--- src/hdl/crc_pkg.sv ---
// Package with constants and types for the checksum engine
package crc_pkg;

  // Polynomial selection codes
  typedef enum logic [1:0] {
    POLY_CCITT = 2'h0,
    POLY_CRC16 = 2'h1,
    POLY_CRC32 = 2'h2
  } poly_sel_e;

  // Write width codes
  typedef enum logic [1:0] {
    WIDTH_BYTE = 2'h0,
    WIDTH_HALF = 2'h1,
    WIDTH_WORD = 2'h2
  } write_width_e;

  // Generator terms, highest power implied
  localparam logic [31:0] POLY_CCITT_TERMS = 32'h0000_1021;
  localparam logic [31:0] POLY_CRC16_TERMS = 32'h0000_8005;
  localparam logic [31:0] POLY_CRC32_TERMS = 32'h04c1_1db7;

  // Accumulator reset value
  localparam logic [31:0] SEED_RESET = 32'h0000_0000;

  // Byte counts per write width
  localparam logic [2:0] BYTES_BYTE = 3'h1;
  localparam logic [2:0] BYTES_HALF = 3'h2;
  localparam logic [2:0] BYTES_WORD = 3'h4;
  localparam int         BYTE_BITS  = 8;

endpackage : crc_pkg

--- src/hdl/crc_stream_if.sv ---
// Interface carrying data words between buffer and engine
`timescale 1ns/1ps
interface crc_stream_if;
  logic                 valid;
  logic                 ready;
  logic [31:0]          data;
  crc_pkg::write_width_e width;

  modport source (output valid, output data, output width, input ready);
  modport sink   (input valid, input data, input width, output ready);
endinterface : crc_stream_if

--- src/hdl/crc_skid_buffer.sv ---
// Two-entry buffer between the write port and the checksum core
`timescale 1ns/1ps
module crc_skid_buffer (
  // Clock and reset
  input  wire logic                  i_clock,
  input  wire logic                  i_reset_n,
  // Filling side
  input  wire logic                  i_valid,
  output logic                       o_ready,
  input  wire logic [31:0]           i_data,
  input  wire crc_pkg::write_width_e i_width,
  // Draining side
  crc_stream_if.source               out
);
  import crc_pkg::*;

  // ==========================================================
  // Storage
  logic [31:0]    data_ff  [2];
  write_width_e   width_ff [2];
  logic           wr_ptr_ff;
  logic           rd_ptr_ff;
  logic [1:0]     count_ff;
  logic           push;
  logic           pop;

  // Handshake terms
  assign o_ready   = (count_ff != 2'h2);
  assign push      = i_valid && o_ready;
  assign pop       = out.valid && out.ready;
  assign out.valid = (count_ff != 2'h0);
  assign out.data  = data_ff[rd_ptr_ff];
  assign out.width = width_ff[rd_ptr_ff];

  // Entry writes
  always_ff @(posedge i_clock or negedge i_reset_n) begin
    if (!i_reset_n) begin
      data_ff[0]  <= 32'h0;
      data_ff[1]  <= 32'h0;
      width_ff[0] <= WIDTH_BYTE;
      width_ff[1] <= WIDTH_BYTE;
    end else if (push) begin
      data_ff[wr_ptr_ff]  <= i_data;
      width_ff[wr_ptr_ff] <= i_width;
    end
  end

  // Pointers and fill level
  always_ff @(posedge i_clock or negedge i_reset_n) begin
    if (!i_reset_n) begin
      wr_ptr_ff <= 1'b0;
      rd_ptr_ff <= 1'b0;
      count_ff  <= 2'h0;
    end else begin
      if (push) wr_ptr_ff <= ~wr_ptr_ff;
      if (pop)  rd_ptr_ff <= ~rd_ptr_ff;
      count_ff <= count_ff + {1'b0, push} - {1'b0, pop};
    end
  end
endmodule : crc_skid_buffer

--- src/hdl/crc_byte_step.sv ---
// Combinational one-byte checksum step for any polynomial of degree 16 or 32
`timescale 1ns/1ps
module crc_byte_step (
  // Operands
  input  wire logic [31:0] i_crc,
  input  wire logic [7:0]  i_byte,
  input  wire logic [31:0] i_poly,
  input  wire logic        i_wide,
  // Result
  output logic [31:0]      o_crc
);
  // Eight MSB-first shift steps; narrow mode uses bit 15 as top
  always_comb begin
    logic [31:0] c;
    logic        fb;
    c = i_crc;
    fb = 1'b0;
    for (int b = 0; b < 8; b++) begin
      fb = (i_wide ? c[31] : c[15]) ^ i_byte[7 - b];
      c  = {c[30:0], 1'b0} ^ (fb ? i_poly : 32'h0);
    end
    o_crc = i_wide ? c : {16'h0, c[15:0]};
  end
endmodule : crc_byte_step

--- src/hdl/crc_checksum_engine.sv ---
// Checksum engine top: configuration, byte sequencer and result path
// Notes on behaviour
// - The CCITT choice uses generator terms 16, 12, 5 and 0.
// - The 16-bit standard choice uses generator terms 16, 15, 2 and 0.
// - The 32-bit choice uses terms 32,26,23,22,16,12,11,10,8,7,5,4,2,1,0.
// - Input data and the result each have their own bit-reverse and complement options.
// - A programmed seed initialises the accumulator before data is processed.
// - Data may come from single processor writes or gap-free DMA writes.
// - Each write is 8, 16 or 32 bits and is processed by that width.
// - A byte write is absorbed in one clock cycle.
// - A halfword write takes two byte steps over two cycles.
// - A word write takes four byte steps over four cycles.
`timescale 1ns/1ps
module crc_checksum_engine (
  // Clock and reset
  input  wire logic                  i_clock,
  input  wire logic                  i_reset_n,
  // Configuration
  input  wire crc_pkg::poly_sel_e    i_poly_sel,
  input  wire logic                  i_data_reverse,
  input  wire logic                  i_data_complement,
  input  wire logic                  i_sum_reverse,
  input  wire logic                  i_sum_complement,
  // Seed load
  input  wire logic                  i_seed_write,
  input  wire logic [31:0]           i_seed,
  // Data write
  input  wire logic                  i_data_valid,
  output logic                       o_data_ready,
  input  wire logic [31:0]           i_data,
  input  wire crc_pkg::write_width_e i_data_width,
  // Result
  output logic [31:0]                o_sum,
  output logic                       o_busy
);
  import crc_pkg::*;

  // ==========================================================
  // Local types

  // Sequencer states, Gray coded along idle, run, idle
  typedef enum logic [1:0] {
    ST_IDLE = 2'b00,
    ST_RUN  = 2'b01
  } step_state_e;

  // ==========================================================
  // Elaboration checks

  // The byte counts must cover the 32-bit data port exactly
  if (int'(BYTES_WORD) * BYTE_BITS != 32) begin : g_bad_word
    $error("word byte count does not fill the data port");
  end

  // A halfword must be two byte steps of the narrow sum
  if (int'(BYTES_HALF) * BYTE_BITS != 16) begin : g_bad_half
    $error("halfword byte count does not fill 16 bits");
  end

  // The sequencer counts down in single byte steps
  if (int'(BYTES_BYTE) != 1) begin : g_bad_byte
    $error("byte write must be a single step");
  end

  // ==========================================================
  // Helper functions

  // Mirror all 32 bits
  function automatic logic [31:0] bit_rev32(input logic [31:0] v);
    logic [31:0] r;
    r = 32'h0;
    for (int i = 0; i < 32; i++) begin
      r[i] = v[31 - i];
    end
    return r;
  endfunction : bit_rev32

  // Mirror the low 16 bits, upper half cleared
  function automatic logic [31:0] bit_rev16(input logic [31:0] v);
    logic [31:0] r;
    r = 32'h0;
    for (int i = 0; i < 16; i++) begin
      r[i] = v[15 - i];
    end
    return r;
  endfunction : bit_rev16

  // Mirror one byte
  function automatic logic [7:0] bit_rev8(input logic [7:0] v);
    logic [7:0] r;
    r = 8'h0;
    for (int i = 0; i < 8; i++) begin
      r[i] = v[7 - i];
    end
    return r;
  endfunction : bit_rev8

  // Keep all 32 bits for the wide sum, else only the low half
  function automatic logic [31:0] fit_sum(input logic [31:0] v, input logic w);
    return w ? v : {16'h0, v[15:0]};
  endfunction : fit_sum

  // Byte steps taken by one write
  function automatic logic [2:0] width_bytes(input write_width_e w);
    case (w)
      WIDTH_BYTE: return BYTES_BYTE;
      WIDTH_HALF: return BYTES_HALF;
      default:    return BYTES_WORD;
    endcase
  endfunction : width_bytes

  // Input options on one byte: reverse first, then complement
  function automatic logic [7:0] data_opts(input logic [7:0] b, input logic rev, input logic inv);
    logic [7:0] r;
    r = rev ? bit_rev8(b) : b;
    if (inv) begin
      r = ~r;
    end
    return r;
  endfunction : data_opts

  // Result options: reverse over the sum width, then complement
  function automatic logic [31:0] sum_opts(input logic [31:0] a, input logic w, input logic rev,
                                           input logic inv);
    logic [31:0] r;
    r = fit_sum(a, w);
    if (rev) begin
      r = w ? bit_rev32(r) : bit_rev16(r);
    end
    if (inv) begin
      r = ~r;
    end
    return fit_sum(r, w);
  endfunction : sum_opts

  // ==========================================================
  // Input buffer

  // Two entries, so a stalled core loses no accepted write
  crc_stream_if stream ();

  // Writes enter here and leave towards the byte sequencer
  crc_skid_buffer u_buffer (
    .i_clock   (i_clock),
    .i_reset_n (i_reset_n),
    .i_valid   (i_data_valid),
    .o_ready   (o_data_ready),
    .i_data    (i_data),
    .i_width   (i_data_width),
    .out       (stream.source)
  );

  // ==========================================================
  // Sequencer signals

  step_state_e  state_ff;  // Idle or inside a multi-byte write
  logic [2:0]   left_ff;   // Byte steps still to come
  logic [31:0]  word_ff;   // Unprocessed upper bytes, low byte next
  logic [31:0]  acc_ff;    // Checksum accumulator
  logic         load;      // Buffer head taken this cycle
  logic         last_step; // Final byte of a multi-byte write
  logic         stepping;  // A byte enters the accumulator
  logic [7:0]   cur_byte;  // Raw byte of this step
  logic [7:0]   in_byte;   // Byte after input options
  logic [31:0]  poly;      // Generator terms in use
  logic         wide;      // 32-bit sum selected
  logic [31:0]  acc_next;  // Accumulator after one byte step
  logic [31:0]  sum_view;  // Accumulator after result options

  // ==========================================================
  // Handshake and step control

  // Take a new write only when idle; a seed write stalls the head.
  // Taking it on the last byte of a word would skip its first byte,
  // so a word holds the buffer head for its full four cycles.
  assign stream.ready = (state_ff == ST_IDLE) && !i_seed_write;
  assign load         = stream.valid && stream.ready;
  assign last_step    = (state_ff == ST_RUN) && (left_ff == BYTES_BYTE);
  assign stepping     = ((state_ff == ST_RUN) || load) && !i_seed_write;
  assign o_busy       = (state_ff == ST_RUN);

  // ==========================================================
  // Polynomial choice

  // Codes 2 and 3 both select the 32-bit sum
  always_comb begin
    case (i_poly_sel)
      POLY_CCITT: begin
        poly = POLY_CCITT_TERMS;
        wide = 1'b0;
      end
      POLY_CRC16: begin
        poly = POLY_CRC16_TERMS;
        wide = 1'b0;
      end
      default: begin
        poly = POLY_CRC32_TERMS;
        wide = 1'b1;
      end
    endcase
  end

  // ==========================================================
  // Byte path

  // Freshly taken low byte when idle, else the next stored byte
  always_comb begin
    if (state_ff == ST_RUN) begin
      cur_byte = word_ff[7:0];
    end else begin
      cur_byte = stream.data[7:0];
    end
  end

  // Input reverse and complement on every byte
  assign in_byte = data_opts(cur_byte, i_data_reverse, i_data_complement);

  // One byte through the generator per cycle
  crc_byte_step u_step (
    .i_crc  (acc_ff),
    .i_byte (in_byte),
    .i_poly (poly),
    .i_wide (wide),
    .o_crc  (acc_next)
  );

  // ==========================================================
  // Sequencer registers

  // State: byte writes finish at once, wider ones run on
  always_ff @(posedge i_clock or negedge i_reset_n) begin
    if (!i_reset_n) begin
      state_ff <= ST_IDLE;
    end else if (i_seed_write) begin
      state_ff <= ST_IDLE;
    end else if (load && (width_bytes(stream.width) != BYTES_BYTE)) begin
      state_ff <= ST_RUN;
    end else if (last_step) begin
      state_ff <= ST_IDLE;
    end
  end

  // Remaining byte steps of the write in progress
  always_ff @(posedge i_clock or negedge i_reset_n) begin
    if (!i_reset_n) begin
      left_ff <= 3'h0;
    end else if (i_seed_write) begin
      left_ff <= 3'h0;
    end else if (load) begin
      left_ff <= width_bytes(stream.width) - BYTES_BYTE;
    end else if (last_step) begin
      left_ff <= 3'h0;
    end else if (state_ff == ST_RUN) begin
      left_ff <= left_ff - BYTES_BYTE;
    end
  end

  // Upper bytes wait here, next byte in the low lane
  always_ff @(posedge i_clock or negedge i_reset_n) begin
    if (!i_reset_n) begin
      word_ff <= 32'h0;
    end else if (load) begin
      word_ff <= {8'h0, stream.data[31:BYTE_BITS]};
    end else if (state_ff == ST_RUN) begin
      word_ff <= {8'h0, word_ff[31:BYTE_BITS]};
    end
  end

  // ==========================================================
  // Accumulator

  // Seed write wins over a data step in the same cycle
  always_ff @(posedge i_clock or negedge i_reset_n) begin
    if (!i_reset_n) begin
      acc_ff <= SEED_RESET;
    end else if (i_seed_write) begin
      acc_ff <= fit_sum(i_seed, wide);
    end else if (stepping) begin
      acc_ff <= acc_next;
    end
  end

  // ==========================================================
  // Result path

  // Options act on the way out only; the accumulator is never rewritten,
  // and a narrow sum always shows a cleared upper half
  assign sum_view = sum_opts(acc_ff, wide, i_sum_reverse, i_sum_complement);

  // Registered result, one cycle behind the accumulator
  always_ff @(posedge i_clock or negedge i_reset_n) begin
    if (!i_reset_n) begin
      o_sum <= 32'h0;
    end else begin
      o_sum <= sum_view;
    end
  end
endmodule : crc_checksum_engine

--- config.mk ---
export PLATFORM = sky130hd
export DESIGN_NAME = crc_checksum_engine
export DESIGN_NICKNAME = d
export VERILOG_FILES = /design/src/hdl/crc_pkg.sv /design/src/hdl/crc_stream_if.sv /design/src/hdl/crc_skid_buffer.sv /design/src/hdl/crc_byte_step.sv /design/src/hdl/crc_checksum_engine.sv
export SDC_FILE = /design/constraint.sdc
export NUM_CORES = 1
export LEC_CHECK = 0
export BUFFER_PORTS_ARGS = -buffer_cell sky130_fd_sc_hd__buf_2
export CAP_MARGIN = 30
export CORE_AREA = 10 10 156 158
export CTS_CLUSTER_SIZE = 30
export DETAILED_ROUTE_END_ITERATION = 10
export DIE_AREA = 0 0 166 168
export PLACE_DENSITY = 0.87
export SLEW_MARGIN = 30
export SYNTH_ARGS = -nofsm -noshare
export SYNTH_HDL_FRONTEND = slang
export SYNTH_HIERARCHICAL = 1
export SYNTH_SLANG_ARGS = --single-unit
--- constraint.sdc ---
create_clock -name i_clock -period 10.62 [get_ports i_clock]
set_clock_uncertainty 0.15 [all_clocks]
set_input_delay 0.531 -clock i_clock [delete_from_list [all_inputs] [get_ports i_clock]]
set_output_delay 0.531 -clock i_clock [all_outputs]
set_load 0.005 [all_outputs]
# == Yosys cells after proc, flatten, opt, wreduce, memory -nomap -nowiden ==
# Index checks and enable logic that the tools add are counted.
# totals
register_bits,173
word_cells,119
# classes
n_reduce_logical,18
addsub,4
n_bitwise,22
muxes,54
n_lt_le_gt_ge,3
eq_ne,6
# op_table
op,count
$mux 32,15
$xor 32x32->32,8
$mux 27,8
$bwmux 64,1
$pmux 27 s2,1
$demux 32 s1,1
$not 32->32,1
$mux 8,3
$mux 3,7
$mux 2,7
$mux 1,8
$not 8->8,1
$xor 1x1->1,8
$logic_and 1x1->1,7
$eq 2x1->1 const B,3
$logic_not 2->1,3
$pmux 3 s2,1
$reduce_bool 2->1,3
$sub 3x1->3 const B,2
$bwmux 4,1
$ge 2x2->1 const B,2
$not 1->2,2
$reduce_bool 4->1,1
$eq 3x1->1 const B,1
11 further kinds,12

# == Longest topological paths before layout ==
# depth
depth_word,42
depth_mapped,28
depth_no_buf,22

# == Hierarchy ==
# The synthesis kept the hierarchy.
# by_module_without_submodules
module,area_per_inst_um2,instances,seq_area_each_um2,cells_per_inst
crc_byte_step,5535.3,1,0.0,831
crc_checksum_engine,4984.8,1,2302.2,470
crc_skid_buffer,3445.8,1,1801.7,199

# == Worst setup path before layout ==
# OpenSTA, ideal clock, no wires.
# synth_path
path_kind,register to register
start,register u_buffer.rd_ptr_ff
end,register acc_ff[1]
path_buffers,4
period_less_slack_ns,6.400
t_required_ns,10.347
path_stages_with_launch,26
t_arrival_ns,6.127
path_slack_ns,4.220
path_cell_list,dfrtp_1 -> clkbuf_1 -> buf_2 -> mux2_2 -> mux2_2 -> mux2i_1 -> xnor2_1 -> xnor2_1 -> or3_1 -> buf_2 -> a21bo_1 -> a211o_1 -> and4_4 -> buf_6 -> mux2i_1 -> or4_4 -> o21ba_2 -> or4b_2 -> nand4_1 -> xnor2_1 -> o21a_2 -> a211oi_4 -> mux2_4 -> or4_1 -> mux2i_1 -> a21oi_1
# synth_via
elab_chain_len,42
# synth_lines
item,line,source
start: declaration,crc_skid_buffer.sv:22,logic rd_ptr_ff;
start signal: assignment,crc_skid_buffer.sv:56,if (pop) rd_ptr_ff <= ~rd_ptr_ff;
$not 1->2 (implied by the code) (*),crc_skid_buffer.sv:32,assign out.data = data_ff[rd_ptr_ff];
$mux 32 (implied by the code) (*) (3 in series),crc_skid_buffer.sv:32,
net stream.data[7],crc_stream_if.sv:6,logic [31:0] data;
$mux 8 (*),crc_checksum_engine.sv:208,if (state_ff == ST_RUN) begin
$mux 8 (*),crc_checksum_engine.sv:115,r = rev ? bit_rev8(b) : b;
$not 8->8,crc_checksum_engine.sv:117,r = ~r;
$mux 8 (*),crc_checksum_engine.sv:116,if (inv) begin
net in_byte[7],crc_checksum_engine.sv:164,logic [7:0] in_byte;
[27 not listed],n/a,
$mux 1,crc_byte_step.sv:19,fb = (i_wide ? c[31] : c[15]) ^ i_byte[7 - b];
$xor 1x1->1,crc_byte_step.sv:19,
$mux 27,crc_byte_step.sv:20,"c = {c[30:0], 1'b0} ^ (fb ? i_poly : 32'h0);"
$xor 32x32->32 (*),crc_byte_step.sv:20,
$mux 32 (*),crc_byte_step.sv:22,"o_crc = i_wide ? c : {16'h0, c[15:0]};"
net acc_next[1],crc_checksum_engine.sv:167,logic [31:0] acc_next;
$mux 32 (*),crc_checksum_engine.sv:278,end else if (stepping) begin
$mux 32 (*),crc_checksum_engine.sv:276,end else if (i_seed_write) begin
end signal: assignment,crc_checksum_engine.sv:277,"acc_ff <= fit_sum(i_seed, wide);"
end signal: assignment,crc_checksum_engine.sv:279,acc_ff <= acc_next;
end: declaration,crc_checksum_engine.sv:159,logic [31:0] acc_ff;
# The timed path passes the listed nets; every way through them passes the cells marked *. The select of a mux whose other input is x is not followed.
# A chain may end at the register's enable or synchronous reset.

# == Worst setup path in the final report ==
# Ends and elaborated chain as after synthesis.

==> results.toml <==
[outcome]
status = "finished, violations left"
violations = "negative hold slack"

[clock_tree]
clk_pin_slew_worst_paths_ns = 0.08
clock_latency_ns = 0.45
post_cts_buffers = 0
clockRootBuffer = "clkbuf_16"
cts_max_path_buffers = 2
htree_levels = 4
cts_buffers = 17
cts_tree = "done"
cts_hold_buf = 0
ctsResizeCount = 0
clock-sinks = 164

[synth]
syn-instance-count = 1500
ys_warn_count = 6
synth_cell_types = 90
synth_area_sq_um = 14000
syn_avg_cell_area_sq_um = 9.31
yosysSeqAreaShare_pct = 29.4
ys_seq_elements = 164
synth_edf_count = 0
synthFlopType = "dfrtp_1"
synthArstFlopShare_pct = 100

[setup_path]
critPathKind = "reg2reg"
required_ns = 10.78
r2r_setup_slack_ns = 2.71
r2r-start = "u_buffer/rd_ptr_ff$_DFFE_PN0P_"
critPathLaunchType = "flop"
slowest_stage = "dfrtp_1"
cp-end-kind = "flop"
worst_path_largest_cell_delay_ns = 0.73
crit_chain = "mux2_2 -> mux2_2 -> mux2i_1 -> xnor2_2 -> xnor2_1 -> or3_1 -> and4_1 -> o211ai_2 -> and4_4 -> mux2i_1 -> or4_4 -> o21ba_2 -> or4b_2 -> nand4_1 -> xnor2_1 -> buf_4 -> o21a_2 -> a211oi_4 -> buf_4 -> mux2_4 -> or4_1 -> mux2i_1 -> a21oi_1"
r2r_cells = 23
cp.arrival_ns = 8.07
critPathMaxFanout = 39
crit_top_cell = "mux2i_1"
r2r_end = "acc_ff[1]$_DFFE_PN0P_"

[job]
max_cap_viol_count = 0

[detailed_routing]
drc = 0
postRouteAntennaNets = 0
drt-total-wl_um = 38900
num_vias = 11278
vias_per_cell = 6.14
dr.pass1.iters = 5
routedWlPerCell_um = 21.2
drt_iter0_markers = 1486

[floorplan]
fp.dieH_um = 168
dieArea_sq_um = 27900
initial_core_util_pct = 65.2
die_w_um = 166
rows = 54
coreArea_sq_um = 21400
io_pins = 110

[sta]
fmax_mhz = 126
setup_tns_ns = 0
setup_viol = 0
rsz0062_at_grt = "no"
relSlewSlack_pct = 35.5
worst_pin_slew_ns = 0.968
hold_viol_final = 8
finalWorstPathRequiredPeriod_ns = 7.91
finalMaxSlewViolations = 0
worst_hold_slack_ns = -0.0111
finalCritPeriodShare_pct = 74.5

[grt]
grt_pass1_wl_um = 61700
antenna_found_initial = 2
grt_overflow_total = 0
grt_max_degree = 91
grt_pass1_vias = 11192
grt.total_usage_pct = 26.9

[min_path]
hold_path_class = "in2async"

[cells_and_area]
fillers = 1452
drive_gt1_share_pct = 22.4
finalNetCount = 1623
area_growth_pct = 6.84

[placed_design]
place.detailed.hpwl_um = 25200
gp_congestion = 0.954
portBuffers = 109
-- kinds of logic (layout without fill, tap and decap cells) --
group,count (synthesis),after routing,share of synthesized area (%)
xor+xnor,288,288,18.7
mux,226,226,19.0
flops,164,164,29.4
buf+inv,137,166,5.98
other cells,2,29,0.0538
fa+ha+maj,6,6,0.538
compound gates,198,198,9.96
simple gates,479,479,16.4
-- critical path: cells and delay by family (launching register included) --
family / cells / cell delay, ns
AO/OA/AOI/OAI: 5 / 1.05
XOR/XNOR: 3 / 0.58
flip-flops: 1 / 0.73
multiplexers: 6 / 1.76
AND/OR/NAND/NOR: 7 / 2.73
buffers and inverters: 2 / 0.73
-- worst max-delay path by stage --
stage,startpoint,to
final,u_buffer/rd_ptr_ff$_DFFE_PN0P_,acc_ff[1]$_DFFE_PN0P_
after global routing,u_buffer/rd_ptr_ff$_DFFE_PN0P_,acc_ff[1]$_DFFE_PN0P_
after CTS,u_buffer/rd_ptr_ff$_DFFE_PN0P_,acc_ff[1]$_DFFE_PN0P_
after detailed placement,u_buffer/rd_ptr_ff$_DFFE_PN0P_,acc_ff[1]$_DFFE_PN0P_
after global placement,u_buffer/rd_ptr_ff$_DFFE_PN0P_,acc_ff[1]$_DFFE_PN0P_
after floorplan,u_buffer/rd_ptr_ff$_DFFE_PN0P_,acc_ff[1]$_DFFE_PN0P_
-- cell usage in the layout (no fill, tap or decap), drive strengths merged, types with 18 or more instances in the layout --
master and instances:
and2 20, mux2i 114, conb 27, nand2b 52, buf 124, o211ai 20
xor2 40, or2 20, dfrtp 164, a21oi 77, nor2 67, xnor2 242
nor2b 18, nand2 251, mux2 112, a21o 20
-- synth_stat cells (all sizes together), types with 3 or more instances --
master,count,area [sq um]
a211o,3,27.5
a211oi,7,65.1
a21boi,3,33.8
a21o,20,178
a21oi,77,389
a22o,17,161
a31oi,7,43.8
and2,20,125
and3,6,37.5
and4,3,28.8
buf,54,480
clkbuf,73,317
dfrtp,164,4100
ha,6,75.1
inv,8,30.0
mux2,112,1500
mux2i,114,1150
nand2,251,945
nand2b,52,333
nand3,5,25.0
nand4,3,18.8
nor2,67,259
nor2b,18,113
nor3,6,46.3
nor3b,4,41.3
nor4,6,43.8
o2111ai,5,43.8
o211ai,20,155
o21ai,17,85.1
o221ai,3,26.3
or2,20,125
or3,6,48.8
or4,4,33.8
xnor2,242,2120
xnor3,4,90.1
xor2,40,350
-- area by class of cell --
cell class / count / area [sq um] / area share (%)
Tap cell: 280 / 350 / 2.35
Sequential cell: 164 / 4100 / 27.5
Timing Repair Buffer: 124 / 673 / 4.51
Clock inverter: 15 / 165 / 1.11
Antenna cell: 2 / 5.00 / 0.0335
Multi-Input combinational cell: 1224 / 9160 / 61.4
Clock buffer: 17 / 425 / 2.85
Inverter: 10 / 37.5 / 0.252
-- flip-flops by register name, indices dropped and copies added, names as in the netlist --
name                flops
u_buffer/data_ff       64
acc_ff                 32
o_sum                  32
word_ff                24
u_buffer/width_ff       4
left_ff                 3
u_buffer/count_ff       2
state_ff                1
u_buffer/rd_ptr_ff      1
u_buffer/wr_ptr_ff      1
-- through the flow --
step           area, sq um  instances  hold WS, ns  util, %  worst slack [ns]
2_1_floorplan        14100       1525       0.0854        -              4.22
3_3_place_gp         14300       1802        0.316     66.8              3.00
3_5_place_dp         14300       1802        0.315     66.9              2.83
4_1_cts              14900       1834       0.0108     69.6              2.76
5_1_grt              14900       1836       0.0379     69.7              2.44
6_report             14900       1836      -0.0111     69.7              2.71
-- per-layer routing --
layer | global-route usage (%) | wire length [um] | share of wire, %
met1 | 34.3 | 15700 | 40
met2 | 43.5 | 18100 | 47
met3 | 5.68 | 3650 | 9.4
met4 | 11.0 | 1410 | 3.6
met5 | 0 | 0 | 0
Power is left out: the tool's default activity adds up to more than one toggle a clock period on the data nets, which glitch-free logic cannot reach.
